[src/logic/itcsp_pkg.sv]
`default_nettype none
package itcsp_pkg;
    // ----------------------------------------------------------------
    // Register indices, byte address is four times the index
    // ----------------------------------------------------------------
    localparam logic [7:0] CTRL_IDX = 8'h06;
    localparam logic [7:0] CSEL_IDX = 8'h07;
    localparam logic [7:0] DIVL_IDX = 8'h08;
    localparam logic [7:0] DIVH_IDX = 8'h09;
    localparam logic [7:0] STAT_IDX = 8'h10;
    // ----------------------------------------------------------------
    // Field positions
    // ----------------------------------------------------------------
    localparam int FIELD_W = 3;
    localparam int LO_LSB = 0;
    localparam int HI_LSB = 4;
    localparam int EN_LSB = 0;
    localparam int MODE_LSB = 6;
    localparam int STAT_EN_LSB = 8;
    // ----------------------------------------------------------------
    // Reset values
    // ----------------------------------------------------------------
    localparam logic [2:0] FIELD_RST = 3'h0;
    localparam logic [3:0] EN_RST = 4'h0;
    localparam logic [1:0] MODE_RST = 2'h0;
    localparam logic [6:0] PRESC_RST = 7'h00;
    // ----------------------------------------------------------------
    // Encodings
    // ----------------------------------------------------------------
    localparam logic [1:0] MODE_8 = 2'h0;
    localparam logic [1:0] MODE_16 = 2'h1;
    localparam logic [1:0] MODE_32 = 2'h2;
    localparam logic [2:0] SRC_STOP = 3'h0;
    localparam logic [2:0] SRC_LAST = 3'h5;
    localparam int NUM_SRC = 5;
    localparam int PRESC_W = 7;
    // ----------------------------------------------------------------
    // Carriers
    // ----------------------------------------------------------------
    typedef struct packed {
        logic psel;
        logic penable;
        logic pwrite;
        logic [11:0] paddr;
        logic [31:0] pwdata;
    } itcsp_apb_req_type;
    typedef struct packed {
        logic event_link_input;
        logic subsystem_clock;
        logic main_external_osc;
        logic medium_internal_osc;
        logic fast_internal_osc;
    } itcsp_src_type;
endpackage
`default_nettype wire

[src/logic/itcsp_top.sv]
// Design decision made here: the APB interface to the registers.
`default_nettype none
// Behaviour
// The main source selector stops counting at 000 and picks one of five sources for 001 to 101.
// The capture source selector in bits 6 to 4 uses the same codes to drive the capture count clock.
// Bits 3 and 7 of the select and divider registers read as zero and software writes zero there.
// Software changes both source selectors only while all four count enables are zero.
// Divider field a clocks counter a, the pair a and b, or all four counters by chaining mode.
// Divider field b clocks counter b only in 8-bit mode and is left at zero otherwise.
// Software writes divider field a only while count enable a is zero.
// In 8-bit mode software writes divider field b only while count enable b is zero.
// Divider field d in bits 6 to 4 of the high register clocks counter d in 8-bit mode.
// In 8-bit or 16-bit mode software writes divider field c only while count enable c is zero.
// In 8-bit mode software writes divider field d only while count enable d is zero.
// Divider field c clocks counter c, or the pair c and d in 16-bit mode, and is unused in 32-bit mode.
// The chaining mode picks four 8-bit, two 16-bit or one 32-bit counter, and code 11 is prohibited.
// A set enable starts its counter and a cleared one stops and clears it at once.
// Every divider field divides the main count clock by two to the power of its code.
module itcsp_top (
    input wire logic clk,
    input wire logic rst,
    input wire itcsp_pkg::itcsp_apb_req_type apb_req,
    output logic [31:0] prdata,
    output logic pready,
    output logic pslverr,
    input wire itcsp_pkg::itcsp_src_type src_pins,
    output logic main_count_clock,
    output logic capture_count_clock,
    output logic [3:0] counter_tick,
    output logic [3:0] counter_clear
);
    // ----------------------------------------------------------------
    // Register state
    // ----------------------------------------------------------------
    logic [2:0] main_clock_source_sel_q;
    logic [2:0] capture_clock_source_sel_q;
    logic [2:0] divider_field_a_q;
    logic [2:0] divider_field_b_q;
    logic [2:0] divider_field_c_q;
    logic [2:0] divider_field_d_q;
    logic [3:0] count_enable_q;
    logic [1:0] chaining_mode_q;
    logic [31:0] prdata_q;
    logic [6:0] presc_q;
    logic [3:0] chan_en;
    logic [2:0] chan_code [4];
    logic [3:0] tick_q;
    logic [3:0] clear_q;
    logic main_tick_q;
    logic cap_tick_q;
    logic [4:0] sync1_q;
    logic [4:0] sync2_q;
    logic [4:0] sync3_q;
    logic [4:0] src_rise;
    logic [7:0] reg_idx;
    logic setup_phase;
    logic wr_strobe;
    logic addr_hit;
    // ----------------------------------------------------------------
    // APB slave
    // ----------------------------------------------------------------
    assign reg_idx = apb_req.paddr[9:2];
    assign setup_phase = apb_req.psel && !apb_req.penable;
    assign addr_hit = (apb_req.paddr[11:10] == 2'h0) && (apb_req.paddr[1:0] == 2'h0) &&
        (reg_idx == itcsp_pkg::CTRL_IDX || reg_idx == itcsp_pkg::CSEL_IDX ||
         reg_idx == itcsp_pkg::DIVL_IDX || reg_idx == itcsp_pkg::DIVH_IDX ||
         reg_idx == itcsp_pkg::STAT_IDX);
    assign wr_strobe = apb_req.psel && apb_req.penable && apb_req.pwrite && addr_hit;
    assign pready = apb_req.psel && apb_req.penable;
    assign pslverr = apb_req.psel && apb_req.penable && !addr_hit;
    assign prdata = prdata_q;

    // Read data is captured in the setup cycle so that it comes from a flop.
    always_ff @(posedge clk) begin
        if (rst) begin
            prdata_q <= 32'h0;
        end else if (setup_phase && !apb_req.pwrite) begin
            prdata_q <= 32'h0;
            case (reg_idx)
                itcsp_pkg::CTRL_IDX: begin
                    prdata_q[itcsp_pkg::EN_LSB +: 4] <= count_enable_q;
                    prdata_q[itcsp_pkg::MODE_LSB +: 2] <= chaining_mode_q;
                end
                itcsp_pkg::CSEL_IDX: begin
                    prdata_q[itcsp_pkg::LO_LSB +: 3] <= main_clock_source_sel_q;
                    prdata_q[itcsp_pkg::HI_LSB +: 3] <= capture_clock_source_sel_q;
                end
                itcsp_pkg::DIVL_IDX: begin
                    prdata_q[itcsp_pkg::LO_LSB +: 3] <= divider_field_a_q;
                    prdata_q[itcsp_pkg::HI_LSB +: 3] <= divider_field_b_q;
                end
                itcsp_pkg::DIVH_IDX: begin
                    prdata_q[itcsp_pkg::LO_LSB +: 3] <= divider_field_c_q;
                    prdata_q[itcsp_pkg::HI_LSB +: 3] <= divider_field_d_q;
                end
                itcsp_pkg::STAT_IDX: begin
                    prdata_q[0 +: itcsp_pkg::PRESC_W] <= presc_q;
                    prdata_q[itcsp_pkg::STAT_EN_LSB +: 4] <= chan_en;
                end
                default: begin
                    prdata_q <= 32'h0;
                end
            endcase
        end
    end

    // Writes are taken as stored; the interlocks against the enables are software's duty.
    always_ff @(posedge clk) begin
        if (rst) begin
            main_clock_source_sel_q <= itcsp_pkg::FIELD_RST;
            capture_clock_source_sel_q <= itcsp_pkg::FIELD_RST;
        end else if (wr_strobe && reg_idx == itcsp_pkg::CSEL_IDX) begin
            main_clock_source_sel_q <= apb_req.pwdata[itcsp_pkg::LO_LSB +: 3];
            capture_clock_source_sel_q <= apb_req.pwdata[itcsp_pkg::HI_LSB +: 3];
        end
    end

    always_ff @(posedge clk) begin
        if (rst) begin
            divider_field_a_q <= itcsp_pkg::FIELD_RST;
            divider_field_b_q <= itcsp_pkg::FIELD_RST;
        end else if (wr_strobe && reg_idx == itcsp_pkg::DIVL_IDX) begin
            divider_field_a_q <= apb_req.pwdata[itcsp_pkg::LO_LSB +: 3];
            divider_field_b_q <= apb_req.pwdata[itcsp_pkg::HI_LSB +: 3];
        end
    end

    always_ff @(posedge clk) begin
        if (rst) begin
            divider_field_c_q <= itcsp_pkg::FIELD_RST;
            divider_field_d_q <= itcsp_pkg::FIELD_RST;
        end else if (wr_strobe && reg_idx == itcsp_pkg::DIVH_IDX) begin
            divider_field_c_q <= apb_req.pwdata[itcsp_pkg::LO_LSB +: 3];
            divider_field_d_q <= apb_req.pwdata[itcsp_pkg::HI_LSB +: 3];
        end
    end

    always_ff @(posedge clk) begin
        if (rst) begin
            count_enable_q <= itcsp_pkg::EN_RST;
            chaining_mode_q <= itcsp_pkg::MODE_RST;
        end else if (wr_strobe && reg_idx == itcsp_pkg::CTRL_IDX) begin
            count_enable_q <= apb_req.pwdata[itcsp_pkg::EN_LSB +: 4];
            chaining_mode_q <= apb_req.pwdata[itcsp_pkg::MODE_LSB +: 2];
        end
    end

    // ----------------------------------------------------------------
    // Source synchronisers and source selection
    // ----------------------------------------------------------------
    // Sources are sampled, so each must stay below a quarter of clk to be seen.
    always_ff @(posedge clk) begin
        if (rst) begin
            sync1_q <= 5'h00;
            sync2_q <= 5'h00;
            sync3_q <= 5'h00;
        end else begin
            sync1_q <= src_pins;
            sync2_q <= sync1_q;
            sync3_q <= sync2_q;
        end
    end
    assign src_rise = sync2_q & ~sync3_q;

    function automatic logic pick_src(input logic [2:0] sel, input logic [4:0] rise);
        logic hit;
        hit = 1'b0;
        if (sel != itcsp_pkg::SRC_STOP && sel <= itcsp_pkg::SRC_LAST) begin
            hit = rise[3'(sel - 3'h1)];
        end
        return hit;
    endfunction

    always_ff @(posedge clk) begin
        if (rst) begin
            main_tick_q <= 1'b0;
            cap_tick_q <= 1'b0;
        end else begin
            main_tick_q <= pick_src(main_clock_source_sel_q, src_rise);
            cap_tick_q <= pick_src(capture_clock_source_sel_q, src_rise);
        end
    end
    assign main_count_clock = main_tick_q;
    assign capture_count_clock = cap_tick_q;

    // ----------------------------------------------------------------
    // Channel routing by chaining mode
    // ----------------------------------------------------------------
    always_comb begin
        chan_code[0] = divider_field_a_q;
        chan_code[1] = divider_field_a_q;
        chan_code[2] = divider_field_a_q;
        chan_code[3] = divider_field_a_q;
        chan_en = 4'h0;
        case (chaining_mode_q)
            itcsp_pkg::MODE_8: begin
                chan_code[1] = divider_field_b_q;
                chan_code[2] = divider_field_c_q;
                chan_code[3] = divider_field_d_q;
                chan_en = count_enable_q;
            end
            itcsp_pkg::MODE_16: begin
                chan_code[2] = divider_field_c_q;
                chan_code[3] = divider_field_c_q;
                chan_en = {{2{count_enable_q[2]}}, {2{count_enable_q[0]}}};
            end
            itcsp_pkg::MODE_32: begin
                chan_en = {4{count_enable_q[0]}};
            end
            default: begin
                chan_en = 4'h0;
            end
        endcase
    end

    // ----------------------------------------------------------------
    // Prescaler and divided ticks
    // ----------------------------------------------------------------
    // The ladder restarts while no channel runs, so the first divided tick has a fixed delay.
    always_ff @(posedge clk) begin
        if (rst || chan_en == 4'h0) begin
            presc_q <= itcsp_pkg::PRESC_RST;
        end else if (main_tick_q) begin
            presc_q <= presc_q + 7'h01;
        end
    end

    function automatic logic div_hit(input logic [2:0] code, input logic [6:0] presc);
        logic [6:0] mask;
        mask = 7'((8'h01 << code) - 8'h01);
        return (presc & mask) == mask;
    endfunction

    generate
        for (genvar ch = 0; ch < 4; ch++) begin : g_chan
            always_ff @(posedge clk) begin
                if (rst) begin
                    tick_q[ch] <= 1'b0;
                    clear_q[ch] <= 1'b1;
                end else begin
                    tick_q[ch] <= chan_en[ch] && main_tick_q && div_hit(chan_code[ch], presc_q);
                    clear_q[ch] <= !chan_en[ch];
                end
            end
        end
    endgenerate
    assign counter_tick = tick_q;
    assign counter_clear = clear_q;
endmodule
`default_nettype wire

[config.mk]
export PLATFORM = sky130hd
export DESIGN_NAME = itcsp_top
export DESIGN_NICKNAME = d
export VERILOG_FILES = /design/src/logic/itcsp_pkg.sv /design/src/logic/itcsp_top.sv
export SDC_FILE = /design/constraint.sdc
export NUM_CORES = 1
export LEC_CHECK = 0
export ABC_AREA = 1
export BUFFER_PORTS_ARGS = -buffer_cell sky130_fd_sc_hd__buf_4
export CELL_PAD_IN_SITES_DETAIL_PLACEMENT = 2
export CELL_PAD_IN_SITES_GLOBAL_PLACEMENT = 2
export CORE_MARGIN = 4
export CORE_UTILIZATION = 31
export CTS_CLUSTER_DIAMETER = 80
export DETAILED_ROUTE_END_ITERATION = 10
export GPL_TIMING_DRIVEN = 1
export PLACE_DENSITY_LB_ADDON = 0.1
export SYNTH_ARGS = -nofsm -noshare
export SYNTH_HDL_FRONTEND = slang
export SYNTH_SLANG_ARGS = --single-unit
[constraint.sdc]
create_clock -name clk -period 3.25 [get_ports clk]
set_input_delay 0.325 -clock clk [delete_from_list [all_inputs] [get_ports clk]]
set_output_delay 0.325 -clock clk [all_outputs]
set_load 0.005 [all_outputs]
==> summary.md <==
| Metric | Value |
|---|---|
| GR peak layer | `met2` |
| Die ar. | `0.0143 sq mm` |
| Clock buffer depth | `2` |
| Endpoints failing setup | `0` |
| Fin crit share | `72.1%` |
| Setup CP Type | `reg -> reg` |
| Initial Util | `31.8%` |
| Fill count | `1507` |
| Layout cells sized above 1 | `15.8%` |
| Fin Hold WS | `0.184 ns` |
| Post-CTS Setup Bufs | `0` |
| Clk sink count | `68` |
| Clock root cell | `clkbuf_16` |
| Post-synth top area share | `35.3%` |
| PostCTS Resize Cnt | `0` |
| Synth Area in Adders | `2.92%` |
| Worst skew pair latency | `0.34 ns` |
| IO buf count | `53` |
| Ant diodes | `0` |
| IO Count | `98` |
| DRT Wirelength | `13300 microns` |
| Vias post-DR | `3807` |
| Most numerous cell in the Yosys netlist | `nand2_1` |
| Largest family of logic cells by synthesized area | `simple AND/OR/NAND/NOR gates` |
| Max Transition Viols Final | `0` |
| Multiplexer share of the synthesized area | `0%` |
| Max-cap violations | `0` |
| Lkg Pwr | `2.17 nW` |
| RSZ-0062 raised after global routing | `false` |
| CP Launch Type | `flip-flop` |
| Final Hold Vio Count | `0` |
| GRT met2 Usage | `35.9%` |
| # H-tree levels | `3` |
| Synth Warn # | `0` |
| Distinct cell type count after synthesis | `40` |
| Die Span Y | `120 microns` |
| Synth Area in XOR/XNOR | `1.36%` |
| Area leader, netlist | `dfxtp_1` |
| Peak Freq | `0.427 GHz` |
| Simple-Gate Fraction of Synth Area | `32.4%` |
| WP data required | `3.53 ns` |
| Post-synth EDFFs | `0` |
| Core Region | `0.0121 sq mm` |
| DRC | `0` |
| Clock buffer count from CTS | `9` |
| Initial antenna violation count | `0` |
| Area grow syn2layout | `20.5%` |
| Seq cells post-synth | `68` |
| Final ANT Viol Nets | `0` |
| Average instance area after synthesis | `6.71 sq um` |
| Number of global-route vias before repair | `4197` |
| Seq/Total Area, Yosys | `35.3%` |
| Synth Area in Compound Gates | `14.2%` |
| Top post-synthesis cells by area | `dfxtp_1 35%, nand2_1 12%, nor2_1 10%` |
| DR vias/cell | `4.75` |
| Netlist Area Pre-Place | `0.00386 sq mm` |
| Global Route met3 Usage | `4.43%` |
| Crit path DAT | `2.62 ns` |
| Total congestion overflow | `0` |
| Met1 GRT Util | `22.4%` |
| Post-synth top cells | `119 x nand2_1, 107 x nor2_1, 76 x inv_1` |
| Row Count | `40` |
| Final TNS setup | `0 ns` |
| Nets | `691` |
| GPL Wtd Cong | `0.817` |
| Hpwl dp | `10500 microns` |
| CTS tree | `built` |
| Synth Instances | `575` |
| Main synth FF type | `dfxtp_1` |
| Worst-path fanout max | `10` |
| Pwr Density | `436 mW/mm^2` |
| Peak VDD IR | `0.368 mV` |
| Layout Utilization | `38.4%` |
| First-pass GRT wire length | `21800 microns` |
| Skew final | `0.00510 ns` |
| First drt pass iteration count | `4` |
| Normalized max-slew margin | `51.3%` |
| CTS clk-pin slew, worst paths | `0.06 ns` |
| Post-CTS Hold Buffers | `0` |
| Largest net degree at the start of global routing | `23` |
| Fin crit period | `2.34 ns` |
| Routed len/inst | `16.6 microns` |
| Ys async rst share | `0%` |
| Outcome | `completed` |
| Worst min path class | `in -> reg` |
| Tightest Pin Transition | `0.722 ns` |
| Initial DRC Count | `102` |
| Total track usage | `19.4%` |
| Die width | `120 microns` |
| Crit. End Element | `flip-flop` |
-- metrics by stage --
step           instances  power, mW  worst slack, ns  cell area [sq um]
2_1_floorplan        594      0.926             1.48               3930
3_5_place_dp         785      0.966            0.918               4320
5_1_grt              801       2.12            0.644               4650
3_3_place_gp         785      0.963             1.01               4320
4_1_cts              801       2.07            0.878               4650
6_report             801       2.02            0.907               4650
-- flip-flops by register name (all words and copies together), names as in the netlist --
signal	count
prdata	12
capture_clock_source_sel_q	3
divider_field_a_q	3
divider_field_b_q	3
counter_clear	4
chaining_mode_q	2
main_clock_source_sel_q	3
count_enable_q	4
counter_tick	4
sync1_q	5
sync2_q	5
main_count_clock	1
divider_field_c_q	3
capture_count_clock	1
divider_field_d_q	3
sync3_q	5
presc_q	7
-- power breakdown --
part	internal [mW]	total, mW	switching, mW
registers	0.844	0.848	0.00346
clock network	0.692	1.08	0.386
logic	0.0401	0.0991	0.0589
-- worst max-delay path: stages, from the launching register on --
cell and delay, ns:
dfxtp_1 0.68, o21ai_2 0.21, o21ai_1 0.36, nand3_1 0.16, ha_1 0.31, o21ai_0 0.07
nor2_1 0.15, nand2_1 0.07, nor2_1 0.11, nand2_1 0.07, nor2_1 0.08
-- final timing paths --
| kind | cells after the start | slack (ns) | endpoint | start |
|---|---|---|---|---|
| min | 3 | 0.18 | sync1_q[2] | src_pins[2] |
| min reg2reg | 2 | 0.40 | sync2_q[4] | sync1_q[4] |
| max reg2reg | 10 | 0.91 | counter_tick[3] | chaining_mode_q[1] |
| max | 10 | 0.91 | counter_tick[3] | chaining_mode_q[1] |
-- cell families after synthesis --
logic type,after synthesis
AO/OA/AOI/OAI,94
XOR/XNOR,6
adder cells (fa/ha/maj),9
buffers and inverters,112
flip-flops,68
other,1
AND/OR/NAND/NOR,285
-- layer usage --
metal  part of all wire [%]  vias to the layer above  wire (microns)
met1                     42                     1861            5620
met4                    1.9                        0             252
li1                       -                     1890               -
met5                      0                        -               0
met3                    2.3                       16             310
met2                     53                       40            7090
-- placed cells by master, fill, tap and decap left out, types with 2 or more instances in the layout --
master / n
o21ai_2: 4
nand2_2: 2
nand4_1: 4
clkinv_2: 2
o21ai_0: 36
nor3_1: 6
o211ai_1: 3
nand4_2: 4
inv_1: 76
xor2_1: 5
clkbuf_16: 9
nand2_1: 119
nand3_1: 27
ha_1: 9
a31oi_1: 3
inv_2: 4
o21ai_1: 8
bufinv_16: 2
or2_2: 2
buf_4: 55
conb_1: 20
nor4_1: 2
nor2_1: 107
nor2_2: 6
dfxtp_1: 68
a21oi_1: 22
o22ai_1: 11
o21bai_1: 2
-- layout make-up --
| class | instances | area, sq um | share of cell area [%] |
|---|---|---|---|
| clock buffers | 10 | 239 | 5.14 |
| clock inverters | 6 | 86.3 | 1.86 |
| inverters | 80 | 300 | 6.46 |
| multi-input cells | 414 | 2040 | 43.8 |
| flip-flops and latches | 68 | 1360 | 29.3 |
| well taps | 168 | 210 | 4.52 |
| repair buffers | 55 | 413 | 8.88 |
Power figures use the tool's default switching activity.
